## src/rtl/ocl_regs.vh

```
// offsets, field layouts, reset values and timing counts of the overcurrent limit registers
`ifndef OCL_REGS_VH
`define OCL_REGS_VH
// ----------------------------------------------------------------------
// command codes
// ----------------------------------------------------------------------
`define OCL_CMD_FAULT_THR    8'h46
`define OCL_CMD_RETRY_RESP   8'h47
`define OCL_CMD_WARN_THR     8'h4A
`define OCL_CMD_STORE_ALL    8'h15
// ----------------------------------------------------------------------
// linear word layout
// ----------------------------------------------------------------------
`define OCL_EXP_NEG_ONE      5'h1F
`define OCL_MANT_MSB         6
`define OCL_FAULT_MANT_RST   7'h3C
`define OCL_WARN_MANT_RST    7'h36
`define OCL_FAULT_MANT_MIN   7'h06
`define OCL_FAULT_MANT_MAX   7'h64
`define OCL_WARN_MANT_MIN    7'h04
`define OCL_WARN_MANT_MAX    7'h62
// ----------------------------------------------------------------------
// retry response layout
// ----------------------------------------------------------------------
`define OCL_RS_HI            5
`define OCL_RS_LO            3
`define OCL_RS_NO_RESTART    3'h0
`define OCL_RS_HICCUP        3'h7
`define OCL_RESP_RST         8'h3C
`define OCL_RESP_RO_MASK     8'hC7
// ----------------------------------------------------------------------
// timing
// ----------------------------------------------------------------------
`define OCL_CLK_MHZ          125
`define OCL_RETRY_DELAY_US   20
`define OCL_RETRY_CYCLES     (`OCL_RETRY_DELAY_US * `OCL_CLK_MHZ)
`endif

```

## src/rtl/ocl_limit_regs.v

```verilog
// paged overcurrent limit register bank with fault, warning and retry control
`timescale 1ns/1ps
`default_nettype none
`include "ocl_regs.vh"
module ocl_limit_regs (
  input  wire        clk_in,
  input  wire        sys_rst_in,
  input  wire        page_in,
  input  wire        cmd_wr_in,
  input  wire [7:0]  cmd_code_in,
  input  wire [15:0] cmd_data_in,
  output reg  [15:0] rd_data_out,
  input  wire [6:0]  iout0_mant_in,
  input  wire [6:0]  iout1_mant_in,
  input  wire [1:0]  uv_fault_in,
  input  wire [1:0]  enable_cmd_in,
  input  wire        bias_ok_in,
  input  wire [1:0]  other_fault_in,
  input  wire        clear_faults_in,
  output reg  [1:0]  output_enable_out,
  output reg  [1:0]  soft_start_out,
  output reg         nvm_store_out,
  output reg  [47:0] nvm_image_out,
  output reg         command_fault_flag_out,
  output reg         invalid_data_flag_out,
  output reg  [1:0]  overcurrent_summary_flag_out,
  output reg  [1:0]  other_condition_flag_out,
  output reg  [1:0]  current_power_flag_out,
  output reg  [1:0]  overcurrent_fault_flag_out,
  output reg  [1:0]  overcurrent_warning_flag_out,
  output wire        smbalert_n_out
);
  // ----------------------------------------------------------------------
  // pin synchronisers for current, analog fault, enable and bias inputs
  // ----------------------------------------------------------------------
  reg [6:0] i0_s1, i0_s2, i0_s3, i0_q;
  reg [6:0] i1_s1, i1_s2, i1_s3, i1_q;
  reg [1:0] uv_s1, uv_s2, oth_s1, oth_s2, en_s1, en_s2;
  reg       bias_s1, bias_s2;
  always @(posedge clk_in) begin
    i0_s1   <= iout0_mant_in;
    i0_s2   <= i0_s1;
    i1_s1   <= iout1_mant_in;
    i1_s2   <= i1_s1;
    uv_s1   <= uv_fault_in;
    uv_s2   <= uv_s1;
    oth_s1  <= other_fault_in;
    oth_s2  <= oth_s1;
    en_s1   <= enable_cmd_in;
    en_s2   <= en_s1;
    bias_s1 <= bias_ok_in;
    bias_s2 <= bias_s1;
  end
  // a current word is taken only once two synced samples agree, so a skewed word never passes
  always @(posedge clk_in) begin
    i0_s3 <= i0_s2;
    i1_s3 <= i1_s2;
    if (i0_s2 == i0_s3)
      i0_q <= i0_s2;
    if (i1_s2 == i1_s3)
      i1_q <= i1_s2;
  end
  // ----------------------------------------------------------------------
  // per-page register copies
  // ----------------------------------------------------------------------
  wire [1:0] wr_fault, wr_resp, wr_warn, rej, ovf, ovw;
  wire [6:0] fmant [0:1];
  wire [6:0] wmant [0:1];
  wire [2:0] rset  [0:1];
  wire [6:0] imant [0:1];
  assign imant[0] = i0_q;
  assign imant[1] = i1_q;
  genvar g;
  generate
    for (g = 0; g < 2; g = g + 1) begin : page
      wire sel = cmd_wr_in && (page_in == g);
      assign wr_fault[g] = sel && (cmd_code_in == `OCL_CMD_FAULT_THR);
      assign wr_resp[g]  = sel && (cmd_code_in == `OCL_CMD_RETRY_RESP);
      assign wr_warn[g]  = sel && (cmd_code_in == `OCL_CMD_WARN_THR);
      ocl_page_regs u_page (
        .clk_in            (clk_in),
        .sys_rst_in        (sys_rst_in),
        .wr_fault_in       (wr_fault[g]),
        .wr_resp_in        (wr_resp[g]),
        .wr_warn_in        (wr_warn[g]),
        .wr_data_in        (cmd_data_in),
        .iout_mant_in      (imant[g]),
        .fault_mant_out    (fmant[g]),
        .retry_setting_out (rset[g]),
        .warn_mant_out     (wmant[g]),
        .reject_out        (rej[g]),
        .over_fault_out    (ovf[g]),
        .over_warn_out     (ovw[g])
      );
    end
  endgenerate
  // ----------------------------------------------------------------------
  // read-back formatting
  // ----------------------------------------------------------------------
  function [15:0] lin_word;
    input [6:0] mant;
    begin
      lin_word = {`OCL_EXP_NEG_ONE, 4'h0, mant};
    end
  endfunction
  wire [6:0] sel_f = page_in ? fmant[1] : fmant[0];
  wire [6:0] sel_w = page_in ? wmant[1] : wmant[0];
  wire [2:0] sel_r = page_in ? rset[1] : rset[0];
  always @(posedge clk_in) begin
    if (sys_rst_in) begin
      rd_data_out <= 16'h0000;
    end else begin
      case (cmd_code_in)
        `OCL_CMD_FAULT_THR:  rd_data_out <= lin_word(sel_f);
        `OCL_CMD_WARN_THR:   rd_data_out <= lin_word(sel_w);
        `OCL_CMD_RETRY_RESP: rd_data_out <= {8'h00, 2'b00, sel_r, 3'b100};
        default:             rd_data_out <= 16'h0000;
      endcase
    end
  end
  // ----------------------------------------------------------------------
  // non-volatile store snapshot of both pages
  // ----------------------------------------------------------------------
  wire store_cmd = cmd_wr_in && (cmd_code_in == `OCL_CMD_STORE_ALL);
  always @(posedge clk_in) begin
    if (sys_rst_in) begin
      nvm_store_out <= 1'b0;
      nvm_image_out <= 48'h000000000000;
    end else begin
      nvm_store_out <= store_cmd;
      if (store_cmd)
        nvm_image_out <= {1'b0, fmant[1], 2'b00, rset[1], 3'b100, 1'b0, wmant[1],
                          1'b0, fmant[0], 2'b00, rset[0], 3'b100, 1'b0, wmant[0]};
    end
  end
  // ----------------------------------------------------------------------
  // sticky status flags; set wins over clear
  // ----------------------------------------------------------------------
  wire [1:0] fault_ev = ovf | uv_s2;
  wire       cml_ev   = |rej;
  always @(posedge clk_in) begin
    if (sys_rst_in) begin
      command_fault_flag_out       <= 1'b0;
      invalid_data_flag_out        <= 1'b0;
      overcurrent_summary_flag_out <= 2'b00;
      other_condition_flag_out     <= 2'b00;
      current_power_flag_out       <= 2'b00;
      overcurrent_fault_flag_out   <= 2'b00;
      overcurrent_warning_flag_out <= 2'b00;
    end else begin
      command_fault_flag_out <= cml_ev | (command_fault_flag_out & ~clear_faults_in);
      invalid_data_flag_out  <= cml_ev | (invalid_data_flag_out & ~clear_faults_in);
      overcurrent_summary_flag_out <= fault_ev |
        (overcurrent_summary_flag_out & {2{~clear_faults_in}});
      overcurrent_fault_flag_out <= fault_ev |
        (overcurrent_fault_flag_out & {2{~clear_faults_in}});
      other_condition_flag_out <= ovw |
        (other_condition_flag_out & {2{~clear_faults_in}});
      overcurrent_warning_flag_out <= ovw |
        (overcurrent_warning_flag_out & {2{~clear_faults_in}});
      current_power_flag_out <= fault_ev | ovw |
        (current_power_flag_out & {2{~clear_faults_in}});
    end
  end
  // alert line low while any flag stands
  assign smbalert_n_out = ~(command_fault_flag_out | (|overcurrent_fault_flag_out) |
                            (|overcurrent_warning_flag_out));
  // ----------------------------------------------------------------------
  // per-output fault response sequencer
  // ----------------------------------------------------------------------
  localparam ST_OFF   = 2'd0;
  localparam ST_RUN   = 2'd1;
  localparam ST_LATCH = 2'd2;
  localparam ST_WAIT  = 2'd3;
  reg [1:0]  st  [0:1];
  reg [15:0] cnt [0:1];
  integer    k;
  // one process walks both outputs so every register has a single driver
  always @(posedge clk_in) begin
    if (sys_rst_in) begin
      for (k = 0; k < 2; k = k + 1) begin
        st[k]  <= ST_OFF;
        cnt[k] <= 16'h0000;
      end
      output_enable_out <= 2'b00;
      soft_start_out    <= 2'b00;
    end else begin
      soft_start_out <= 2'b00;
      for (k = 0; k < 2; k = k + 1) begin
        case (st[k])
          ST_OFF: begin
            output_enable_out[k] <= 1'b0;
            if (en_s2[k] && bias_s2 && !oth_s2[k]) begin
              st[k]                <= ST_RUN;
              output_enable_out[k] <= 1'b1;
              soft_start_out[k]    <= 1'b1;
            end
          end
          ST_RUN: begin
            if (!en_s2[k] || !bias_s2 || oth_s2[k]) begin
              st[k]                <= ST_OFF;
              output_enable_out[k] <= 1'b0;
            end else if (fault_ev[k]) begin
              output_enable_out[k] <= 1'b0;
              cnt[k]               <= 16'h0000;
              st[k] <= (rset[k] == `OCL_RS_NO_RESTART) ? ST_LATCH : ST_WAIT;
            end
          end
          ST_LATCH: begin
            output_enable_out[k] <= 1'b0;
            if (clear_faults_in || !en_s2[k])
              st[k] <= ST_OFF;
          end
          ST_WAIT: begin
            output_enable_out[k] <= 1'b0;
            if (!en_s2[k] || !bias_s2 || oth_s2[k])
              st[k] <= ST_OFF;
            else if (cnt[k] == (`OCL_RETRY_CYCLES - 1))
              st[k] <= ST_OFF;
            else
              cnt[k] <= cnt[k] + 16'h0001;
          end
          default: st[k] <= ST_OFF;
        endcase
      end
    end
  end
endmodule // ocl_limit_regs
`default_nettype wire

```

## src/rtl/ocl_page_regs.v

```verilog
// one page of overcurrent threshold and retry registers with comparators
`timescale 1ns/1ps
`default_nettype none
`include "ocl_regs.vh"
module ocl_page_regs (
  input  wire        clk_in,
  input  wire        sys_rst_in,
  input  wire        wr_fault_in,
  input  wire        wr_resp_in,
  input  wire        wr_warn_in,
  input  wire [15:0] wr_data_in,
  input  wire [6:0]  iout_mant_in,
  output reg  [6:0]  fault_mant_out,
  output reg  [2:0]  retry_setting_out,
  output reg  [6:0]  warn_mant_out,
  output wire        reject_out,
  output wire        over_fault_out,
  output wire        over_warn_out
);
  // ----------------------------------------------------------------------
  // write checks
  // ----------------------------------------------------------------------
  wire [6:0] new_mant = wr_data_in[`OCL_MANT_MSB:0];
  wire [2:0] new_rs   = wr_data_in[`OCL_RS_HI:`OCL_RS_LO];
  wire rs_ok    = (new_rs == `OCL_RS_NO_RESTART) || (new_rs == `OCL_RS_HICCUP);
  wire fault_ok = (new_mant >= warn_mant_out);
  wire warn_ok  = (new_mant <= fault_mant_out);
  assign reject_out = (wr_fault_in && !fault_ok) || (wr_warn_in && !warn_ok) ||
                      (wr_resp_in && !rs_ok);
  // threshold comparison in half-ampere units
  assign over_fault_out = (iout_mant_in > fault_mant_out);
  assign over_warn_out  = (iout_mant_in > warn_mant_out);
  // ----------------------------------------------------------------------
  // storage; rejected writes keep the old value
  // ----------------------------------------------------------------------
  always @(posedge clk_in) begin
    if (sys_rst_in) begin
      fault_mant_out    <= `OCL_FAULT_MANT_RST;
      warn_mant_out     <= `OCL_WARN_MANT_RST;
      retry_setting_out <= `OCL_RS_HICCUP;
    end else begin
      if (wr_fault_in && fault_ok)
        fault_mant_out <= new_mant;
      if (wr_warn_in && warn_ok)
        warn_mant_out <= new_mant;
      if (wr_resp_in && rs_ok)
        retry_setting_out <= new_rs;
    end
  end
endmodule // ocl_page_regs
`default_nettype wire

```

## config.mk

```make
export PLATFORM = sky130hd
export DESIGN_NAME = ocl_limit_regs
export DESIGN_NICKNAME = d
export VERILOG_FILES = /design/src/rtl/ocl_limit_regs.v /design/src/rtl/ocl_page_regs.v
export VERILOG_INCLUDE_DIRS = /design/src /design/src/rtl
export SDC_FILE = /design/constraint.sdc
export NUM_CORES = 1
export LEC_CHECK = 0
export ABC_AREA = 1
export BUFFER_PORTS_ARGS = -buffer_cell sky130_fd_sc_hd__buf_2
export CAP_MARGIN = 30
export CORE_MARGIN = 5
export CORE_UTILIZATION = 40
export DETAILED_ROUTE_END_ITERATION = 10
export PLACE_DENSITY = 0.69
export SLEW_MARGIN = 20
export SYNTH_ARGS = -nofsm -noshare
export SYNTH_HDL_FRONTEND = slang
export SYNTH_SLANG_ARGS = --single-unit
```

## constraint.sdc

```tcl
create_clock -name clk_in -period 3 [get_ports clk_in]
set_input_delay 0.15 -clock clk_in [delete_from_list [all_inputs] [get_ports clk_in]]
set_output_delay 0.15 -clock clk_in [all_outputs]
set_load 0.01 [all_outputs]
```

Yosys cells after proc, flatten, opt, wreduce, memory -nomap -nowiden
Memory sizes are Yosys's and may differ from the RTL's. Index checks and enable logic that the tools add are counted.

Register bits after elaboration: 173. Bits in latches: 0. Memory bits (writable): 36. Memory bits (read-only): 0. Input port bits: 50. Memories: 2.

Memory list: cnt (depth 2, width 16, rd ports 2, clocked after memory_dff 0, write ports 2, RTL line ocl_limit_regs.v:176) `reg [15:0] cnt [0:1];`; st (depth 2, width 2, rd ports 2, clocked after memory_dff 0, write ports 2, RTL line ocl_limit_regs.v:175) `reg [1:0] st [0:1];`.

$add $sub $neg: 2. Multiply operators: 0. Divide/modulo/power cells: 0. $lt $le $gt $ge: 8. Equal/unequal tests: 17. Shift operators: 0. Multiplexer cells: 90. Bitwise logic cells: 37. Reduce and logical (&&, ||, !) cells: 56.

Operator list (count): $mux 1 (68); $mux 16 (4); $pmux 16 s3 (1); $add 16x1->16 const B (2); $eq 16x12->1 const B (2); $gt 7x7->1 (4); $logic_and 1x1->1 (25); $eq 8x7->1 const B (3); $mux 2 (12); $or 1x1->1 (20); $eq 7x7->1 (2); $ge 7x7->1 (2); $le 7x7->1 (2); $mux 7 (2); $or 2x2->2 (7); $logic_or 1x1->1 (11); $and 2x2->2 (5); $logic_not 1->1 (10); $reduce_or 2->1 (5); $logic_not 3->1 (3); $eq 2x2->1 const B (4); $eq 8x5->1 const B (1); $ne 3x3->1 const B (2); $pmux 1 s3 (2); 6 further kinds (11).

Depth between registers and ports, before layout
Word-level depth: 12. Mapped depth: 15. Depth with buffers taken out: 15.

Hierarchy
Synthesis repeated with hierarchy kept, for this count alone.

Cells, all modules: 1084. Area total of the unflattened synthesis: 9248.9 um^2.

Modules (own cells, without submodules): ocl_limit_regs (instances 1, cells each 698, area each 6517.5 um^2, sequential area each 3823.7 um^2); ocl_page_regs at page[0].u_page (instances 1, cells each 193, area each 1367.6 um^2, sequential area each 340.3 um^2); ocl_page_regs at page[1].u_page (instances 1, cells each 193, area each 1363.8 um^2, sequential area each 340.3 um^2).

Worst setup path before layout
No wires, ideal clock.

Kind: reg2reg. Start point: register i0_q[6]. End point: memory cnt[0][0] (enable). Library setup time: 372 ps. Arrival: 1696 ps. Path slack: 933 ps. Stages on the path, launching flop included: 12. Buffers on the path: 0. Clock period less this slack: 2067 ps. Cell sequence: edfxtp_1 -> ha_1 -> nand2_1 -> nor2_1 -> nand2_1 -> nand2_1 -> nand2_1 -> nand2_1 -> inv_1 -> nor2_1 -> nor2_1 -> nand2_1.

RTL lines: start, declared (RTL line ocl_limit_regs.v:36) `reg [6:0] i0_s1, i0_s2, i0_s3, i0_q;`; start signal, assigned (RTL line ocl_limit_regs.v:59) `i0_q <= i0_s2;`; end, declared (RTL line ocl_limit_regs.v:176).

==> impl_metrics.py <==
metrics = {
    "synth": {
        "synth_fa_ha_area_frac": 0.0795,
        "synth-edff-count": 50,
        "synth_simple_gate_area_share": 0.188,
        "async_reset_ff_frac": 0,
        "syn_area_sq_um": 9120,
        "synth.largest_area_cell": "dfxtp_1",
        "synth.ff_latch_count": 200,
        "synth-warning-count": 0,
        "synth-xor-area-share": 0.0230,
        "post_synth_mux_area_share": 0,
        "post_synth_main_area_contributors": "dfxtp_1 33%, edfxtp_1 16%, ha_1 8.0%",
        "yosys_most_used_dff": "dfxtp_1",
        "seq_area_frac_synth": 0.494,
        "synth_top_family_by_area": "simple AND/OR/NAND/NOR gates",
        "synth_area_per_cell_sq_um": 8.82,
        "netlist.area_leader.share": 0.329,
        "postSynthCellCount": 1034,
        "unique_masters_post_synth": 45,
        "synth_compound_gate_area_share": 0.127,
    },
    "sta": {
        "max_slew.worst_pin.slew_ns": 0.600,
        "timing.setup.tns_ns": 0,
        "hold_violations": 0,
        "highest_achievable_clock_rate_ghz": 0.424,
        "final_min_period_over_clock_period": 0.786,
        "final.min_clock_period_ns": 2.36,
        "drv_slew": 0,
        "clock-skew-final_ns": 0.00955,
        "setup_viol": 0,
        "holdWs_ns": 0.0893,
        "rsz0062_at_grt": "no",
        "maxSlewHeadroom": 0.600,
    },
    "setup_path": {
        "worst_path_dominant_cell_family": "simple AND/OR/NAND/NOR gates",
        "crit_slowest_cell": "dfxtp_1",
        "worst-path-max-fanout": 16,
        "worst-endpoint-arrival_ns": 2.48,
        "critical_path.endpoint_type": "flop",
        "crit_path_start_kind": "flop",
        "cp_cell_sequence": "inv_1 -> ha_1 -> nand2_1 -> nor2_1 -> nand2_1 -> nand2_1 -> nand2_1 -> nand2_1 -> inv_1 -> nor2_1 -> nor2_1 -> nand2_1 -> buf_4",
        "r2r_start": "page[0].u_page.fault_mant_out[5]$_SDFFE_PP1P_",
        "critical_path_buf_inv_count": 3,
        "worstReg2RegEnd": "cnt[0][15]$_SDFFCE_PN0P_",
        "worstSetupPathType": "flop to flop",
        "worst_path_largest_cell_delay_ns": 0.34,
        "critical_path_required_ns": 3.13,
        "reg2regPathDepth": 13,
        "timing.reg2reg.setup_slack_ns": 0.64,
        "critical-path-top-cell-by-count": "nand2_1",
    },
    "clocking": {
        "htree_num_levels": 4,
        "postCtsSetupBuffers": 0,
        "cts.sink_count": 200,
        "clock_latency_ns": 0.44,
        "max-clock-path-buffers": 2,
        "cts.root.buffer_cell": "clkbuf_16",
        "cts_tree": "yes",
        "numCtsBuffers": 17,
        "cts.clk_slew.worst_paths_ns": 0.08,
    },
    "drt": {
        "met1_wire_length_um": 9660,
        "dr.pass1.iters": 5,
        "routed_wirelength_um": 21200,
        "top_signal_layer_used": "met4",
        "dr_total_vias": 7076,
        "detail_route.drc_violations": 0,
        "routed-wl-met3_um": 1180,
        "ant_nets": 0,
        "detail_route.iter0.violations": 507,
        "routed_wire_length_per_instance_um": 14.6,
        "met2_length_um": 9790,
        "viasPerCell": 4.87,
    },
    "place": {
        "replace_congestion": 0.867,
        "port_buffers": 106,
        "dp_hpwl_um": 15700,
    },
    "pwr": {
        "switching_share": 0.252,
        "leakage_nw": 5.03,
        "internal_power_mw": 4.07,
        "part_of_the_total_power_dissipated_in_sequential_elements": 0.530,
        "total_power_mw": 5.44,
        "power.density_nw_per_um2": 513,
        "power.net_switching_mw": 1.37,
        "p_comb_frac": 0.059,
        "power.clock.fraction": 0.411,
        "vdd_ir_drop_max_uv": 324,
    },
    "outcome": {
        "status": "completed",
    },
    "floorplan": {
        "design.portCount": 132,
        "fp.dieH_um": 161,
        "die_area_sq_um": 25900,
        "coreArea_sq_um": 22600,
        "die_w_um": 161,
        "effective_utilization_at_floorplan": 0.404,
        "std_cell_rows": 55,
    },
    "layout": {
        "layout_common_cells": "191 x nand2_1, 150 x dfxtp_1, 121 x inv_1",
        "mostFrequentLayoutCell": "nand2_1",
        "num-nets-final": 1262,
        "drive_above_1_share": 0.177,
        "layout_overhead_on_the_synthesized_area_pct": 16.2,
        "insertedDiodeCount": 0,
    },
    "worst_hold_path": {
        "min_delay_path_depth": 4,
        "min_from": "clear_faults_in",
        "hold_class": "input port to flop",
        "min_to": "overcurrent_fault_flag_out[1]$_SDFF_PP0_",
    },
    "global_routing": {
        "maximum_number_of_pins_on_one_net_before_global_route_repair": 70,
        "grt_pass1_vias": 6820,
        "grt_antenna_before_repair": 0,
        "global_route.usage.total": 0.164,
        "gr-total-overflow": 0,
        "grt_pass1_wl_um": 34100,
    },
    "job": {
        "drv_cap": 0,
    },
}
-- Yosys cell counts (all sizes together), types with 2 or more instances --
library cell  number
or2                4
inv              126
xnor2             11
nand2            201
a31oi              2
and3               2
xor2              13
buf               43
a21o               3
edfxtp            50
nor3b              4
o221ai             3
nor3              19
nor2              87
clkbuf             6
a21oi             99
nand4             16
o21ai             71
nor4               7
nand3b             3
dfxtp            150
nand3             33
o211ai            19
ha                58
-- worst reg2reg max path: stages, from the launching register on --
cell,delay (ns)
dfxtp_1,0.34
inv_1,0.11
ha_1,0.29
nand2_1,0.06
nor2_1,0.15
nand2_1,0.07
nand2_1,0.07
nand2_1,0.15
nand2_1,0.14
inv_1,0.08
nor2_1,0.20
nor2_1,0.07
nand2_1,0.07
buf_4,0.24
-- sequential cells by signal, indices dropped and copies added (netlist names), 4 cells and up --
register and flops:
page.u_page.warn_mant_out 14, i0_q 7, nvm_image_out 35, i1_s1 7, page.u_page.fault_mant_out 14, rd_data_out 8, cnt 32, i0_s1 7
i1_q 7, page.u_page.retry_setting_out 6, i0_s2 7, i0_s3 7, st 4, i1_s3 7, i1_s2 7
-- stage by stage --
stage	std cells	worst slack [ns]	instance area (sq um)	utilization
2_1_floorplan	1049	0.933	9180	-
3_3_place_gp	1399	0.721	9800	0.434
3_5_place_dp	1399	0.687	9800	0.434
4_1_cts	1452	0.659	10600	0.470
5_1_grt	1452	0.394	10600	0.470
6_report	1452	0.642	10600	0.470
-- power groups by stage --
| stage | clock network (mW) | logic [mW] | registers (mW) |
|---|---|---|---|
| 3_3_place_gp | 0 | 0.291 | 2.95 |
| 5_1_grt | 2.39 | 0.361 | 2.90 |
| 3_5_place_dp | 0 | 0.295 | 2.95 |
| 4_1_cts | 2.29 | 0.318 | 2.89 |
| 6_report | 2.24 | 0.319 | 2.89 |
| 2_1_floorplan | 0 | 0.211 | 2.94 |
-- worst max-delay path by stage --
| stage | from | end | slack (ns) | cells past startpoint |
|---|---|---|---|---|
| floorplan | i0_q[6]$_DFFE_PN_ | cnt[0][0]$_SDFFCE_PN0P_ | 0.93 | 11 |
| global placement | page[0].u_page.fault_mant_out[6]$_SDFFE_PP0P_ | cnt[0][13]$_SDFFCE_PN0P_ | 0.72 | 13 |
| detailed placement | page[0].u_page.fault_mant_out[6]$_SDFFE_PP0P_ | cnt[0][15]$_SDFFCE_PN0P_ | 0.69 | 13 |
| CTS | page[0].u_page.fault_mant_out[6]$_SDFFE_PP0P_ | cnt[0][15]$_SDFFCE_PN0P_ | 0.66 | 13 |
| global route | page[0].u_page.fault_mant_out[6]$_SDFFE_PP0P_ | cnt[0][7]$_SDFFCE_PN0P_ | 0.39 | 13 |
| finish | page[0].u_page.fault_mant_out[5]$_SDFFE_PP1P_ | cnt[0][15]$_SDFFCE_PN0P_ | 0.64 | 13 |
-- routing by layer --
metal | up-vias | GRT usage
met2 | 185 | 0.269
li1 | 3637 | -
met4 | 0 | 0.0682
met3 | 39 | 0.0390
met5 | - | 0
met1 | 3215 | 0.208
-- kinds of logic (layout without fill, tap and decap cells) --
| logic type | Yosys count | count (layout) |
|---|---|---|
| DFF | 200 | 200 |
| buffers and inverters | 176 | 294 |
| other | 1 | 16 |
| and+or+nand+nor | 376 | 376 |
| AOI/OAI and AO/OA | 199 | 199 |
| xor gates and xnor gates | 24 | 24 |
| adders and majority gates | 58 | 58 |
-- final cells by class --
class                           count  area, sq um
Fill cell                        2183        12000
Multi-Input combinational cell    673         3870
Clock buffer                       18          429
Clock inverter                     14          164
Timing Repair Buffer              135          801
Sequential cell                   200         4500
Tap cell                          285          357
Inverter                          127          477
-- timing repair --
item	in CTS	in global routing
gates resized for setup	0	0
setup endpoints to repair	0	0
hold buffers	21	0
hold endpoints to repair	21	0
(Power assumes the default switching activity.)
